[src/include/pcr_pkg.sv]
package pcr_pkg;

  // ****************************************
  // Register map
  // ****************************************
  localparam logic [15:0] PCR_ADDR_FLAGS = 16'hC000;
  localparam logic [15:0] PCR_ADDR_WINDOW_BASE = 16'hC002;
  localparam logic [15:0] PCR_ADDR_REVISION = 16'hC004;
  localparam logic [15:0] PCR_ADDR_CLOCK_DIVIDER = 16'hC008;
  localparam logic [15:0] PCR_ADDR_POWER_WAKE = 16'hC00A;

  // ****************************************
  // Fields and reset values
  // ****************************************
  localparam int PCR_FLAG_ZERO_BIT = 0;
  localparam int PCR_FLAG_CARRY_BIT = 1;
  localparam logic [15:0] PCR_WINDOW_BASE_RESET = 16'h0100;
  localparam logic [15:0] PCR_WINDOW_BASE_MASK = 16'hFFF0;
  localparam logic [3:0] PCR_DIVIDER_RESET = 4'hF;
  localparam logic [15:0] PCR_DIVIDER_MASK = 16'h000F;
  localparam int PCR_PWR_HALT_BIT = 0;
  localparam int PCR_PWR_SLEEP_BIT = 1;
  localparam int PCR_PWR_BOOSTER_BIT = 2;
  localparam int PCR_PWR_GPI_WAKE_BIT = 4;
  localparam int PCR_PWR_HOST_WAKE_BIT = 7;
  localparam int PCR_PWR_SPI_WAKE_BIT = 8;
  localparam int PCR_PWR_FSS_WAKE_BIT = 9;
  localparam int PCR_PWR_OTG_WAKE_BIT = 11;
  localparam int PCR_PWR_USB1A_WAKE_BIT = 12;
  localparam int PCR_PWR_USB1B_WAKE_BIT = 13;
  localparam int PCR_PWR_USB2A_WAKE_BIT = 14;
  localparam int PCR_PWR_USB2B_WAKE_BIT = 15;
  localparam logic [15:0] PCR_WAKE_ENABLE_MASK = 16'hFB90;
  localparam logic [15:0] PCR_WAKE_ENABLE_RESET = 16'h0000;

  // Arbitrary neutral value, not a real part's code
  localparam logic [15:0] PCR_SILICON_REVISION = 16'h0A5C;

  // ****************************************
  // Wake pin positions
  // ****************************************
  localparam int PCR_WAKE_PINS = 11;
  localparam int PCR_PIN_USB1A = 0;
  localparam int PCR_PIN_USB1B = 1;
  localparam int PCR_PIN_USB2A = 2;
  localparam int PCR_PIN_USB2B = 3;
  localparam int PCR_PIN_OTG_VBUS = 4;
  localparam int PCR_PIN_OTG_ID = 5;
  localparam int PCR_PIN_FSS_RX = 6;
  localparam int PCR_PIN_SPI_SEL_N = 7;
  localparam int PCR_PIN_HOST_READ = 8;
  localparam int PCR_PIN_GPI0 = 9;
  localparam int PCR_PIN_GPI1 = 10;

  // ****************************************
  // Timing
  // ****************************************
  localparam int PCR_CLK_PERIOD_PS = 8000;
  localparam int PCR_RESUME_TIME_US = 500;
  localparam int PCR_RESUME_CYCLES = (PCR_RESUME_TIME_US * 1000000) / PCR_CLK_PERIOD_PS;

  // ****************************************
  // Types
  // ****************************************
  typedef struct packed {
    logic [15:0] addr;
    logic [15:0] wdata;
    logic wr;
    logic rd;
  } pcr_bus_req_type;

  typedef struct packed {
    logic flag_we;
    logic carry;
    logic zero;
  } pcr_alu_flags_type;

  typedef enum logic [1:0] {
    PCR_ST_RUN = 2'b00,
    PCR_ST_HALT = 2'b01,
    PCR_ST_SLEEP = 2'b10,
    PCR_ST_RESUME = 2'b11
  } pcr_power_state_type;

endpackage

[src/rtl/pcr_processor_control.sv]
// Summary of operation
// RULE1: carry flag set on carry or borrow
// RULE2: zero flag set on zero result
// RULE3: writable window base, bits 15 to 4
// RULE4: register address is base OR index shifted
// RULE5: window base resets to 0x0100
// RULE6: software writes zeros to reserved bits
// RULE7: read-only silicon revision register
// RULE8: divider slows only the processor
// RULE9: processor rate is clock over divisor plus one
// RULE10: power register selects sleep or halt
// RULE11: other writable power bits enable wake sources
// RULE12: port 2B wake raises no processor interrupt
// RULE13: sleep stops clock, analog; resumes within limit
// RULE14: halt stops processor until enabled interrupt
// RULE15: booster status reads one when not good
// RULE16: reserved bits read zero, ignore writes
`timescale 1ns/1ps
`default_nettype none

module pcr_processor_control
  import pcr_pkg::*;
#(
  parameter int RESUME_CYCLES = PCR_RESUME_CYCLES
) (
  // Clock and reset
  input wire logic clk,
  input wire logic rst_n,
  // Register port
  input wire pcr_bus_req_type bus_req,
  output logic [15:0] bus_rdata,
  // Processor flag updates
  input wire pcr_alu_flags_type alu_flags,
  // General register window
  input wire logic [3:0] gpr_index,
  output logic [15:0] gpr_ram_addr,
  // Pending enabled interrupt
  input wire logic irq_pending,
  // Asynchronous wake and status pins
  input wire logic [PCR_WAKE_PINS-1:0] wake_pins,
  input wire logic booster_good,
  // Clock enables and power controls
  output logic cpu_clk_en,
  output logic periph_clk_en,
  output logic cpu_run,
  output logic internal_clk_stop,
  output logic analog_power_down
);

  // ****************************************
  // Pin synchronisers
  // ****************************************
  localparam int SYNC_W = PCR_WAKE_PINS + 1;
  localparam int CNT_W = $clog2(RESUME_CYCLES + 1);

  wire logic [SYNC_W-1:0] raw_pins;
  wire logic [SYNC_W-1:0] stable_q;
  wire logic [SYNC_W-1:0] stable_d;

  assign raw_pins = {booster_good, wake_pins};

  genvar gi;
  generate
    for (gi = 0; gi < SYNC_W; gi++) begin : g_sync
      logic meta_q;
      logic mid_q;
      logic late_q;
      logic held_q;
      always_ff @(posedge clk) begin
        if (!rst_n) begin
          meta_q <= 1'b0;
          mid_q <= 1'b0;
          late_q <= 1'b0;
          held_q <= 1'b0;
        end else begin
          meta_q <= raw_pins[gi];
          mid_q <= meta_q;
          late_q <= mid_q;
          held_q <= stable_d[gi];
        end
      end
      // New level accepted once stages two and three agree
      assign stable_d[gi] = (mid_q == late_q) ? late_q : held_q;
      assign stable_q[gi] = held_q;
    end
  endgenerate

  // Chain fills from reset zeros; no edges until it holds real pin levels
  logic [3:0] fill_q;
  wire logic pins_primed;
  assign pins_primed = fill_q[3];
  always_ff @(posedge clk) begin
    if (!rst_n) begin
      fill_q <= 4'h0;
    end else begin
      fill_q <= {fill_q[2:0], 1'b1};
    end
  end

  wire logic [SYNC_W-1:0] pin_change;
  wire logic [SYNC_W-1:0] pin_fall;
  wire logic [SYNC_W-1:0] pin_rise;
  assign pin_change = pins_primed ? (stable_d ^ stable_q) : '0;
  assign pin_fall = pin_change & stable_q;
  assign pin_rise = pin_change & stable_d;

  // ****************************************
  // Register storage
  // ****************************************
  logic carry_q;
  logic zero_q;
  logic [15:0] window_base_q;
  logic [3:0] divider_q;
  logic [15:0] wake_enable_q;
  pcr_power_state_type state_q;
  pcr_power_state_type state_d;

  wire logic sel_flags;
  wire logic sel_base;
  wire logic sel_revision;
  wire logic sel_divider;
  wire logic sel_power;
  wire logic wr_base;
  wire logic wr_divider;
  wire logic wr_power;
  assign sel_flags = (bus_req.addr == PCR_ADDR_FLAGS);
  assign sel_base = (bus_req.addr == PCR_ADDR_WINDOW_BASE);
  assign sel_revision = (bus_req.addr == PCR_ADDR_REVISION);
  assign sel_divider = (bus_req.addr == PCR_ADDR_CLOCK_DIVIDER);
  assign sel_power = (bus_req.addr == PCR_ADDR_POWER_WAKE);
  // Flags and revision are read-only; writes there fall through
  assign wr_base = bus_req.wr && sel_base;
  assign wr_divider = bus_req.wr && sel_divider;
  assign wr_power = bus_req.wr && sel_power;

  always_ff @(posedge clk) begin
    if (!rst_n) begin
      carry_q <= 1'b0;
      zero_q <= 1'b0;
    end else if (alu_flags.flag_we) begin
      carry_q <= alu_flags.carry; // [RULE1]
      zero_q <= alu_flags.zero; // [RULE2]
    end
  end

  always_ff @(posedge clk) begin
    if (!rst_n) begin
      window_base_q <= PCR_WINDOW_BASE_RESET; // [RULE5]
    end else if (wr_base) begin
      window_base_q <= bus_req.wdata & PCR_WINDOW_BASE_MASK; // [RULE3] [RULE16]
    end
  end

  always_ff @(posedge clk) begin
    if (!rst_n) begin
      divider_q <= PCR_DIVIDER_RESET; // [RULE9]
    end else if (wr_divider) begin
      divider_q <= bus_req.wdata[3:0]; // [RULE9] [RULE16]
    end
  end

  always_ff @(posedge clk) begin
    if (!rst_n) begin
      wake_enable_q <= PCR_WAKE_ENABLE_RESET; // [RULE11]
    end else if (wr_power) begin
      wake_enable_q <= bus_req.wdata & PCR_WAKE_ENABLE_MASK; // [RULE11] [RULE16]
    end
  end

  // ****************************************
  // Read path
  // ****************************************
  wire logic [15:0] flags_view;
  wire logic [15:0] power_view;
  logic [15:0] rdata_d;
  assign flags_view = {14'h0000, carry_q, zero_q}; // [RULE16]
  // Booster bit inverted: one means not good
  assign power_view = wake_enable_q
                    | {13'h0000, ~stable_q[SYNC_W-1], // [RULE15]
                       state_q == PCR_ST_SLEEP, state_q == PCR_ST_HALT};

  // Idle cycles and unmapped addresses return zero
  always_comb begin
    rdata_d = 16'h0000;
    if (!bus_req.rd) begin
      rdata_d = 16'h0000;
    end else if (sel_flags) begin
      rdata_d = flags_view;
    end else if (sel_base) begin
      rdata_d = window_base_q;
    end else if (sel_revision) begin
      rdata_d = PCR_SILICON_REVISION; // [RULE7]
    end else if (sel_divider) begin
      rdata_d = {12'h000, divider_q};
    end else if (sel_power) begin
      rdata_d = power_view;
    end
  end

  always_ff @(posedge clk) begin
    if (!rst_n) begin
      bus_rdata <= 16'h0000;
    end else begin
      bus_rdata <= rdata_d;
    end
  end

  // ****************************************
  // General register window address
  // ****************************************
  // Base low nibble is always zero, but index bit 3 lands on base bit 4 and the two are ORed
  wire logic [15:0] gpr_addr_d;
  assign gpr_addr_d = (window_base_q | {11'h000, gpr_index, 1'b0}) & 16'hFFFE; // [RULE4]

  always_ff @(posedge clk) begin
    if (!rst_n) begin
      gpr_ram_addr <= 16'h0000;
    end else begin
      gpr_ram_addr <= gpr_addr_d;
    end
  end

  // ****************************************
  // Wake sources
  // ****************************************
  // Port wakes only end sleep; no processor interrupt is produced here
  wire logic [3:0] usb_wake;
  wire logic otg_wake;
  wire logic fss_wake;
  wire logic spi_wake;
  wire logic host_wake;
  wire logic gpi_wake;
  wire logic wake_hit;

  assign usb_wake[0] = wake_enable_q[PCR_PWR_USB1A_WAKE_BIT] && pin_change[PCR_PIN_USB1A];
  assign usb_wake[1] = wake_enable_q[PCR_PWR_USB1B_WAKE_BIT] && pin_change[PCR_PIN_USB1B];
  assign usb_wake[2] = wake_enable_q[PCR_PWR_USB2A_WAKE_BIT] && pin_change[PCR_PIN_USB2A];
  assign usb_wake[3] = wake_enable_q[PCR_PWR_USB2B_WAKE_BIT] && pin_change[PCR_PIN_USB2B]; // [RULE12]
  assign otg_wake = wake_enable_q[PCR_PWR_OTG_WAKE_BIT]
                  && (pin_change[PCR_PIN_OTG_VBUS] || pin_change[PCR_PIN_OTG_ID]);
  assign fss_wake = wake_enable_q[PCR_PWR_FSS_WAKE_BIT] && pin_change[PCR_PIN_FSS_RX];
  assign spi_wake = wake_enable_q[PCR_PWR_SPI_WAKE_BIT] && pin_fall[PCR_PIN_SPI_SEL_N];
  assign host_wake = wake_enable_q[PCR_PWR_HOST_WAKE_BIT] && pin_rise[PCR_PIN_HOST_READ];
  assign gpi_wake = wake_enable_q[PCR_PWR_GPI_WAKE_BIT]
                  && (pin_change[PCR_PIN_GPI0] || pin_change[PCR_PIN_GPI1]);
  assign wake_hit = (|usb_wake) || otg_wake || fss_wake || spi_wake || host_wake
                  || gpi_wake; // [RULE11]

  // ****************************************
  // Power state machine
  // ****************************************
  logic [CNT_W-1:0] resume_cnt_q;
  logic [CNT_W-1:0] resume_cnt_d;

  // Sleep wins when both mode bits come in one write
  always_comb begin
    state_d = state_q;
    resume_cnt_d = resume_cnt_q;
    case (state_q)
      PCR_ST_RUN: begin
        if (wr_power && bus_req.wdata[PCR_PWR_SLEEP_BIT]) begin
          state_d = PCR_ST_SLEEP; // [RULE10] [RULE13]
        end else if (wr_power && bus_req.wdata[PCR_PWR_HALT_BIT]) begin
          state_d = PCR_ST_HALT; // [RULE10] [RULE14]
        end
      end
      PCR_ST_HALT: begin
        if (irq_pending) begin
          state_d = PCR_ST_RUN; // [RULE14]
        end
      end
      PCR_ST_SLEEP: begin
        if (wake_hit) begin
          state_d = PCR_ST_RESUME; // [RULE13]
          resume_cnt_d = CNT_W'(RESUME_CYCLES - 1);
        end
      end
      PCR_ST_RESUME: begin
        if (resume_cnt_q == '0) begin
          state_d = PCR_ST_RUN; // [RULE13]
        end else begin
          resume_cnt_d = resume_cnt_q - CNT_W'(1);
        end
      end
      default: begin
        state_d = PCR_ST_RUN;
      end
    endcase
  end

  always_ff @(posedge clk) begin
    if (!rst_n) begin
      state_q <= PCR_ST_RUN;
      resume_cnt_q <= '0;
    end else begin
      state_q <= state_d;
      resume_cnt_q <= resume_cnt_d;
    end
  end

  // ****************************************
  // Processor clock divider
  // ****************************************
  // Count restarts whenever the processor is stopped
  logic [3:0] div_cnt_q;
  wire logic div_wrap;
  wire logic cpu_enabled_d;
  assign cpu_enabled_d = (state_d == PCR_ST_RUN);
  assign div_wrap = (div_cnt_q >= divider_q);

  always_ff @(posedge clk) begin
    if (!rst_n) begin
      div_cnt_q <= 4'h0;
      cpu_clk_en <= 1'b0;
    end else if (!cpu_enabled_d) begin
      div_cnt_q <= 4'h0;
      cpu_clk_en <= 1'b0;
    end else begin
      div_cnt_q <= div_wrap ? 4'h0 : div_cnt_q + 4'h1; // [RULE9]
      cpu_clk_en <= div_wrap; // [RULE9]
    end
  end

  // ****************************************
  // Power outputs
  // ****************************************
  wire logic asleep_d;
  assign asleep_d = (state_d == PCR_ST_SLEEP);

  always_ff @(posedge clk) begin
    if (!rst_n) begin
      periph_clk_en <= 1'b0;
      cpu_run <= 1'b0;
      internal_clk_stop <= 1'b0;
      analog_power_down <= 1'b0;
    end else begin
      periph_clk_en <= !asleep_d; // [RULE8] [RULE13]
      cpu_run <= cpu_enabled_d; // [RULE14]
      internal_clk_stop <= asleep_d; // [RULE13]
      analog_power_down <= asleep_d; // [RULE13]
    end
  end

endmodule

`default_nettype wire

[config.mk]
export PLATFORM = sky130hd
export DESIGN_NAME = pcr_processor_control
export DESIGN_NICKNAME = d
export VERILOG_FILES = /design/src/include/pcr_pkg.sv /design/src/rtl/pcr_processor_control.sv
export SDC_FILE = /design/constraint.sdc
export NUM_CORES = 1
export LEC_CHECK = 0
export BUFFER_PORTS_ARGS = -buffer_cell sky130_fd_sc_hd__buf_4
export CAP_MARGIN = 30
export CORE_MARGIN = 2
export CORE_UTILIZATION = 49
export DETAILED_ROUTE_END_ITERATION = 6
export PLACE_DENSITY_LB_ADDON = 0.12
export SYNTH_ARGS = -nofsm -noshare
export SYNTH_HDL_FRONTEND = slang
export SYNTH_SLANG_ARGS = --single-unit
[constraint.sdc]
create_clock -name clk -period 2.2 [get_ports clk]
set_input_delay 0.44 -clock clk [delete_from_list [all_inputs] [get_ports clk]]
set_output_delay 0.44 -clock clk [all_outputs]
set_load 0.05 [all_outputs]
==> results by group, run 1 <==
Global routing
  – Global-route wire length before repair: 17100 um
  – Initial antenna violation count: 0
  – Gr ovfl total: 0
  – Vias in the first global route: 3790
  – Total track usage: 19.2%
  – Largest net degree at the start of global routing: 117

Power and ir drop
  – LEAKAGE: 2.71 nW
  – Clk pwr share: 50.3%
  – Power Dens Cells: 853 nW/um^2
  – Worst VDD drop: 0.000569 V
  – P_int: 4.42 mW
  – Reg power frac: 45.3%
  – Sw Share: 20.8%
  – Comb power frac: 4.4%
  – Switching power: 1.16 mW

Timing
  – Final Hold Slack: 114 ps
  – RSZ-0062 raised after global routing: true
  – Setup violators final: 0
  – Fin crit share: 97.7%
  – Setup TNS: 0 ps
  – Maximum clock rate: 0.465 GHz
  – Fin crit period: 2150 ps
  – Clk_skew: 5.24 ps
  – Fin. Hold Viols: 0
  – Max-slew violation count: 0

Clocking
  – CTS Sinks: 136
  – CTS tree: yes
  – Depth of the CTS H-tree: 4
  – CTS max path bufs: 2
  – Cts hold-fix bufs: 0
  – Worst skew pair latency: 520 ps
  – CTS root buffer: clkbuf_8
  – TritonCTS Buffers: 17
  – Reg clk slew, reported paths: 60 ps

Detailed routing
  – Post-DRT Antenna Nets: 0
  – Via density: 4.96
  – WL/cell: 12.9 um
  – Total wire length: 10000 um
  – DR iter-0 viols: 165
  – Via Count: 3847
  – TritonRoute pass-1 iters: 4
  – Drt drc: 0

Worst hold path
  – Hold depth: 2
  – Hold WC Path Type: primary input to register

Final layout
  – Most common cell after layout, fill and taps aside: dfxtp_1
  – Area growth syn-to-layout: 28.7%
  – Most frequent cells in the layout: dfxtp_1 (134), buf_4 (100), nand2_1 (71), and2_1 (56), a21boi_0 (38)
  – ANT cells: 0
  – Nets: 688
  – Non-Filler Instances: 775
  – Layout cell share with drive strength beyond 1: 22.8%

Logic synthesis
  – Multiplexer share of the synthesized area: 2.83%
  – Post-synth top area share: 53.6%
  – Post-Synth XOR/XNOR Area: 2.76%
  – Syn_area_per_cell: 9.61 um^2
  – Syn_nets: 591
  – Synth top area cells: dfxtp_1 (54%), and2_1 (6.9%), a21boi_0 (5.6%)
  – Ys async rst share: 0%
  – Synth area leader: dfxtp_1
  – Cell variety after synth: 49
  – Synth Area in Compound Gates: 12.2%
  – Post-synth EDFFs: 0
  – Adder-cell share of the synthesized area: 1.48%
  – Post-Syn Area: 5080 um^2
  – Main combinational cell family by area after synthesis: simple AND/OR/NAND/NOR gates
  – Post-synthesis cell count: 529
  – Sequential share of the synthesized area: 53.6%
  – Main synth FF type: dfxtp_1
  – Syn. warnings: 0
  – Yosys reg bits: 136
  – Post-synthesis simple-gate area fraction: 24.7%

Critical path
  – Critical Path End Type: register
  – Worst EP arrival: 2610 ps
  – Critical Path RT: 2660 ps
  – Crit path kind: register to register
  – Register-to-Register Path Depth: 6
  – CP Launch Type: register
  – Critical path fanouts, max: 6

Placement
  – # placed instances: 741
  – Dpl hpwl: 6730 um
  – Final RePlAce weighted congestion: 0.756
  – Port bufs: 91

Floorplan
  – Starting density of the core: 49.9%
  – Num rows: 37
  – Io pins: 93
  – Die Area: 11200 um^2
  – Die X: 106 um
  – Core box area: 10200 um^2
  – Height of the die: 106 um

Status
  – Run status: completed

Flow run
  – Max-Cap Viols: 0
## Yosys cell counts, types with 4 or more instances
cell	number
clkbuf_1	20
o21a_1	6
and3_1	11
nand2_1	71
a21oi_1	10
nand3_1	8
nor3b_1	7
nand4_1	4
nor2_1	36
a31oi_1	4
nor3_1	9
xor2_1	8
nor2b_1	9
or3_1	4
o211ai_1	4
xnor2_1	8
and2_1	56
o21ai_0	12
a21boi_0	38
ha_1	6
nand2b_1	5
inv_1	7
dfxtp_1	136
mux2i_1	11
nor4_1	5
## stage by stage
step / utilization [%] / setup slack (ps) / total power [mW] / area (um^2)
2_1_floorplan: - / 145 / 2.71 / 5080
3_3_place_gp: 58.1 / 6.84 / 2.82 / 5920
3_5_place_dp: 58.1 / -97.1 / 2.83 / 5920
4_1_cts: 63.9 / 49.7 / 5.64 / 6510
5_1_grt: 64.2 / -7.39 / 5.78 / 6540
6_report: 64.2 / 50.1 / 5.58 / 6540
## worst max-delay path: stages (launching register included)
cell     delay (ps)
dfxtp_2         320
or4_4           550
or3_4           390
o21ba_4         270
nor3_4          220
and3_4          210
and3_1          150
## flip-flops by register name, summed over array words and instances (netlist names), 9 cells and up
signal	flops
g_sync.meta_q	12
window_base_q	12
g_sync.held_q	12
g_sync.mid_q	12
resume_cnt_q	16
gpr_ram_addr	15
g_sync.late_q	12
wake_enable_q	9
bus_rdata	16
## layout make-up
| type | instances | area [um^2] |
|---|---|---|
| Clock buffer | 21 | 449 |
| Clock inverter | 11 | 146 |
| Fill cell | 828 | 3640 |
| Inverter | 7 | 26.3 |
| Multi-Input combinational cell | 363 | 2250 |
| Sequential cell | 136 | 2730 |
| Tap cell | 136 | 170 |
| Timing Repair Buffer | 101 | 771 |
## power groups by stage
stage	logic, mW	clock network, mW	registers [mW]
after global placement	0.242	0	2.58
final	0.246	2.81	2.53
after global routing	0.269	2.97	2.53
after detailed placement	0.247	0	2.58
after CTS	0.248	2.87	2.53
after floorplan	0.107	0	2.60
## path summary, 6_finish.rpt
check	end	slack, ps	start
setup / recovery	div_cnt_q[1]$_SDFF_PP0_	50	resume_cnt_q[10]$_SDFFE_PN0P_
hold / removal	gpr_ram_addr[4]$_SDFF_PN0_	110	gpr_index[3]
setup reg to reg	div_cnt_q[1]$_SDFF_PP0_	50	resume_cnt_q[10]$_SDFFE_PN0P_
hold reg to reg	fill_q[1]$_SDFF_PN0_	430	fill_q[0]$_DFF_P_
## cells by family after synthesis
group	Yosys count
AOI/OAI and AO/OA	87
xor gates and xnor gates	16
adders and majority gates	6
buffers and inverters	30
DFF	136
muxes	14
other	1
and+or+nand+nor	239
## per-layer routing
| layer | part of all wire (%) | track usage [%] | vias to the layer above |
|---|---|---|---|
| met2 | 47 | 32.2 | 97 |
| met1 | 46 | 22.6 | 1750 |
| met3 | 5.4 | 6.80 | 14 |
| li1 | - | - | 1986 |
| met5 | 0 | 0 | - |
| met4 | 1.7 | 7.33 | 0 |
## what timing repair did
action,4_1_cts,5_1_grt
hold endpoints to repair,0,0
setup buffers,0,2
endpoints found under the setup margin,0,5
resized for setup,0,4
Note: power is estimated with default switching activity, not from simulation.
==> run 2, diff against run 1 <==
--- a/config.mk
+++ b/config.mk
@@ -7,8 +7,8 @@
 export LEC_CHECK = 0
 export BUFFER_PORTS_ARGS = -buffer_cell sky130_fd_sc_hd__buf_4
 export CAP_MARGIN = 30
-export CORE_MARGIN = 2
-export CORE_UTILIZATION = 49
+export CORE_UTILIZATION = 54
+export CTS_BUF_LIST = sky130_fd_sc_hd__clkbuf_4 sky130_fd_sc_hd__clkbuf_8
 export DETAILED_ROUTE_END_ITERATION = 6
 export PLACE_DENSITY_LB_ADDON = 0.12
 export SYNTH_ARGS = -nofsm -noshare
==> constraint.sdc (replaced) <==
create_clock -name clk -period 2.6 [get_ports clk]
set_input_delay 0.52 -clock clk [delete_from_list [all_inputs] [get_ports clk]]
set_output_delay 0.52 -clock clk [all_outputs]
set_load 0.05 [all_outputs]
==> results by group, run 2 (same netlist as run 1, synthesis figures left out) <==
Status
  – Run status: completed

Worst hold path
  – Hold WC Path Type: primary input to register

Placement
  – # placed instances: 714
  – Dpl hpwl: 6720 um
  – Final RePlAce weighted congestion: 0.753
  – Port bufs: 91
  – Dpl ws: 234 ps

Timing
  – Setup ws final: 449 ps
  – RSZ-0062 raised after global routing: false
  – Fin crit period: 2150 ps
  – Fin. Hold Viols: 0
  – Setup violators final: 0
  – Final Hold Slack: 283 ps
  – Fin crit share: 82.7%
  – Max-slew violation count: 0
  – Maximum clock rate: 0.465 GHz
  – Setup TNS: 0 ps
  – Clk_skew: 11.5 ps

Critical path
  – Crit path buf inv count: 0
  – CP max stage cell: or4_4
  – Critical Path RT: 2980 ps
  – Critical Path End Type: register
  – Max incr delay on CP: 560 ps
  – Crit path kind: register to register
  – Critical path fanouts, max: 6
  – CP Cell Sequence: or4_4 > or3_4 > o21ba_4 > nor3_4 > and3_4 > and3_1
  – CP Launch Type: register
  – Crit path max-delay family: simple AND/OR/NAND/NOR gates
  – Worst EP arrival: 2530 ps

Clocking
  – CTS tree: yes
  – Reg clk slew, reported paths: 80 ps
  – Depth of the CTS H-tree: 4
  – CTS root buffer: clkbuf_8
  – CTS Sinks: 136
  – Post_cts resized: 0
  – Cts hold-fix bufs: 0
  – TritonCTS Buffers: 17
  – CTS max path bufs: 2
  – Worst skew pair latency: 430 ps
  – # Post-CTS Setup Buffers: 0

Power and ir drop
  – LEAKAGE: 2.63 nW
  – Total Power: 4.32 mW
  – Worst VDD drop: 0.000459 V
  – Power Dens Cells: 683 nW/um^2

Final layout
  – Most common cell after layout, fill and taps aside: dfxtp_1
  – Non-Filler Instances: 745
  – Filler cell count: 749
  – Layout cell share with drive strength beyond 1: 22.1%
  – Nets: 684
  – Multi-input logic area: 2240 um^2
  – Area growth syn-to-layout: 24.3%
  – Most frequent cells in the layout: dfxtp_1 (136), buf_4 (97), nand2_1 (71), and2_1 (56), a21boi_0 (38)
  – ANT cells: 0
  – Biggest regs: bus_rdata (16), resume_cnt_q (16), gpr_ram_addr (15)
  – Storage cell area: 2720 um^2

Detailed routing
  – WL/cell: 13.0 um
  – DR iter-0 viols: 176
  – Total wire length: 9680 um
  – Via density: 5.20
  – TritonRoute pass-1 iters: 4
  – Drt drc: 0
  – Via Count: 3876
  – Post-DRT Antenna Nets: 0

Floorplan
  – Height of the die: 99.0 um
  – Die X: 99.0 um
  – Starting density of the core: 55.3%
  – Num rows: 35
  – Io pins: 93
  – Die Area: 9810 um^2
  – Core box area: 9200 um^2

Flow run
  – Max-Cap Viols: 0

Global routing
  – Initial antenna violation count: 0
  – Total track usage: 20.4%
  – Gr ovfl total: 0
  – Global-route wire length before repair: 15700 um
  – Largest net degree at the start of global routing: 60
  – Vias in the first global route: 3615
## run 2: cell count changes in the layout (fill, tap and decap cells not counted), sizes merged
cell      delta
buf          -4
clkbuf       -1
bufinv       +2
clkinvlp     -2
## run 2: routing by layer
| layer | global-route usage [%] | vias to the layer above | part of all wire [%] |
|---|---|---|---|
| li1 | - | 1971 | - |
| met1 | 24.1 | 1795 | 46 |
| met2 | 34.8 | 94 | 48 |
| met3 | 6.10 | 16 | 5.0 |
| met4 | 8.38 | 0 | 1.1 |
| met5 | 0 | - | 0 |
## run 2: cell type report
cell class	instances	share of cell area, %
Timing Repair Buffer	97	11.5
Sequential cell	136	43.1
Inverter	7	0.416
Clock buffer	20	4.26
Multi-Input combinational cell	363	35.5
Clock inverter	11	3.09
Tap cell	111	2.20
## run 2: through the flow
stage | cell area (um^2) | utilization (%)
CTS | 6320 | 68.7
floorplan | 5080 | -
detailed placement | 5860 | 63.7
global route | 6320 | 68.7
finish | 6320 | 68.7
global placement | 5860 | 63.7
## run 2: path summary, 6_finish.rpt
kind	start	to	slack (ps)	cells past startpoint
worst max-delay path	resume_cnt_q[10]$_SDFFE_PN0P_	div_cnt_q[1]$_SDFF_PP0_	450	6
worst min-delay path	gpr_index[3]	gpr_ram_addr[4]$_SDFF_PN0_	280	2
worst max register to register	resume_cnt_q[10]$_SDFFE_PN0P_	div_cnt_q[1]$_SDFF_PP0_	450	6
worst min register to register	g_sync[5].meta_q$_SDFF_PN0_	g_sync[5].mid_q$_SDFF_PN0_	440	1
## run 2: power by group
| part | total [mW] | internal [mW] | switching, mW | leakage [nW] |
|---|---|---|---|---|
| Sequential | 2.14 | 2.12 | 0.0187 | 1.11 |
| Clock | 1.97 | 1.20 | 0.772 | 0.225 |
| Combinational | 0.206 | 0.107 | 0.0994 | 1.30 |
| Total | 4.32 | 3.43 | 0.890 | 2.63 |
==> run 3, diff against run 2 <==
--- a/config.mk
+++ b/config.mk
@@ -7,7 +7,7 @@
 export LEC_CHECK = 0
 export BUFFER_PORTS_ARGS = -buffer_cell sky130_fd_sc_hd__buf_4
 export CAP_MARGIN = 30
-export CORE_UTILIZATION = 54
+export CORE_UTILIZATION = 52
 export CTS_BUF_LIST = sky130_fd_sc_hd__clkbuf_4 sky130_fd_sc_hd__clkbuf_8
 export DETAILED_ROUTE_END_ITERATION = 6
 export PLACE_DENSITY_LB_ADDON = 0.12
==> constraint.sdc (replaced) <==
create_clock -name clk -period 1.8 [get_ports clk]
set_input_delay 0.36 -clock clk [delete_from_list [all_inputs] [get_ports clk]]
set_output_delay 0.36 -clock clk [all_outputs]
set_load 0.05 [all_outputs]
==> results by group, run 3 (same netlist as run 1, synthesis figures left out) <==
Status
  – Run status: complete, but fails checks
  – Violated checks: negative setup slack

Worst hold path
  – Hold depth: 2
  – Hold-critical path endpoint: gpr_ram_addr[4]$_SDFF_PN0_
  – Hold WC Path Type: primary input to register
  – Hold path start: gpr_index[3]

Floorplan
  – Starting density of the core: 54.2%
  – Io pins: 93
  – Core box area: 9370 um^2
  – Num rows: 35
  – Height of the die: 101 um
  – Die Area: 10200 um^2
  – Die X: 101 um

Placement
  – Area post-placement: 6140 um^2
  – Dpl hpwl: 6830 um
  – Port bufs: 91
  – # placed instances: 760
  – Final RePlAce weighted congestion: 0.779

Clocking
  – CTS root buffer: clkbuf_8
  – CTS tree: yes
  – Cts hold-fix bufs: 0
  – CTS Sinks: 136
  – Worst skew pair latency: 430 ps
  – Depth of the CTS H-tree: 4
  – CTS max path bufs: 2
  – Reg clk slew, reported paths: 70 ps
  – TritonCTS Buffers: 17

Critical path
  – Critical Path RT: 2170 ps
  – Critical path fanouts, max: 4
  – Critical Path End Type: register
  – Max incr delay on CP: 530 ps
  – Worst EP arrival: 2400 ps
  – Critical R2R Launch: resume_cnt_q[12]$_SDFFE_PN0P_
  – CP max stage cell: or4_4
  – CP Cell Sequence: or4_4 > or3_4 > o21ba_4 > nor3_4 > and3_4 > and3_1
  – R2r endpoint: div_cnt_q[1]$_SDFF_PP0_
  – Register-to-Register Path Depth: 6
  – CP Launch Type: register
  – FF-to-FF setup slack: -230 ps
  – Crit path kind: register to register

Global routing
  – Met2 Use GR: 39.2%
  – Largest net degree at the start of global routing: 117
  – Met3 usage: 5.96%
  – Global-route wire length before repair: 17200 um
  – Initial antenna violation count: 0
  – Gr ovfl total: 0
  – Total track usage: 22.0%
  – Vias in the first global route: 3908
  – Met1 Track Usage GR: 24.9%
  – GR peak layer: met2

Final layout
  – Most frequent cells in the layout: dfxtp_1 (132), buf_4 (130), nand2_1 (70), and2_1 (56), nor2_1 (34)
  – Post-route cell area: 6820 um^2
  – Non-Filler Instances: 805
  – Nets: 725
  – Area growth syn-to-layout: 34.2%
  – ANT cells: 0
  – Biggest regs: bus_rdata (16), resume_cnt_q (16), gpr_ram_addr (15)
  – Layout cell share with drive strength beyond 1: 30.5%
  – Most common cell after layout, fill and taps aside: dfxtp_1

Timing
  – Clk_skew: 9.77 ps
  – RSZ-0062 raised after global routing: true
  – Fin crit period: 2030 ps
  – Relative slew slack: 61.0%
  – Fin. Hold Viols: 0
  – Setup violators final: 23
  – Setup ws final: -227 ps
  – Maximum clock rate: 0.493 GHz
  – Slew @ Worst Pin: 578 ps
  – Fin crit share: 113%
  – Max-slew violation count: 0

Detailed routing
  – WL/cell: 13.5 um
  – TritonRoute pass-1 iters: 5
  – Via density: 5.07
  – Drt drc: 0
  – Via Count: 4079
  – DR iter-0 viols: 138
  – Post-DRT Antenna Nets: 0
  – Total wire length: 10900 um

Power and ir drop
  – Power Dens Cells: 897 nW/um^2
  – Worst VDD drop: 0.000718 V
  – LEAKAGE: 2.89 nW

Flow run
  – Max-Cap Viols: 0
run 3: metal layers:
metal  wire length, um  share of wire (%)
met3               546                5.0
met4               197                1.8
met5                 0                  0
met1              4680                 43
met2              5430                 50
run 3: worst max-delay path: cells and delay by family (launching register included):
family	cells	cell delay [ps]
AO/OA/AOI/OAI	1	240
AND/OR/NAND/NOR	5	1410
flip-flops	1	320
run 3: worst max path at each step:
stage / to / slack, ps / cells past startpoint / start
6_report: div_cnt_q[1]$_SDFF_PP0_ / -230 / 6 / resume_cnt_q[12]$_SDFFE_PN0P_
2_1_floorplan: div_cnt_q[1]$_SDFF_PP0_ / -220 / 6 / resume_cnt_q[13]$_SDFFE_PN0P_
5_1_grt: div_cnt_q[1]$_SDFF_PP0_ / -310 / 6 / resume_cnt_q[12]$_SDFFE_PN0P_
3_3_place_gp: div_cnt_q[1]$_SDFF_PP0_ / -250 / 6 / resume_cnt_q[13]$_SDFFE_PN0P_
3_5_place_dp: resume_cnt_q[6]$_SDFFE_PN0P_ / -310 / 6 / resume_cnt_q[13]$_SDFFE_PN0P_
4_1_cts: div_cnt_q[1]$_SDFF_PP0_ / -200 / 6 / resume_cnt_q[12]$_SDFFE_PN0P_
run 3: final cells by class:
cell class              instances  area, um^2
multi-input cells             363        2380
clock buffers                  18         241
inverters                       7        26.3
clock inverters                14         200
repair buffers                138        1080
fillers                       692        2550
well taps                     129         161
flip-flops and latches        136        2730
run 3: power by group:
part	leakage [nW]	switching (mW)	internal, mW
combinational	1.57	0.144	0.160
clock	0.213	1.19	1.54
sequential	1.11	0.0272	3.06
total	2.89	1.37	4.76
run 3: stage by stage:
| step | TNS (ps) | worst slack, ps | util, % | hold WS (ps) | total power, mW |
|---|---|---|---|---|---|
| 2_1_floorplan | -2220 | -224 | - | 388 | 3.31 |
| 3_3_place_gp | -5650 | -254 | 65.5 | 414 | 3.45 |
| 3_5_place_dp | -8750 | -308 | 65.5 | 417 | 3.46 |
| 4_1_cts | -2510 | -196 | 71.6 | 109 | 6.17 |
| 5_1_grt | -4920 | -309 | 72.8 | 109 | 6.36 |
| 6_report | -3330 | -227 | 72.8 | 129 | 6.12 |
run 3: repair_timing:
action | in CTS | in global routing
cloned | 1 | 1
endpoints found under the setup margin | 24 | 26
setup buffers | 5 | 7
pin swaps | 9 | 15
gates resized for setup | 14 | 28
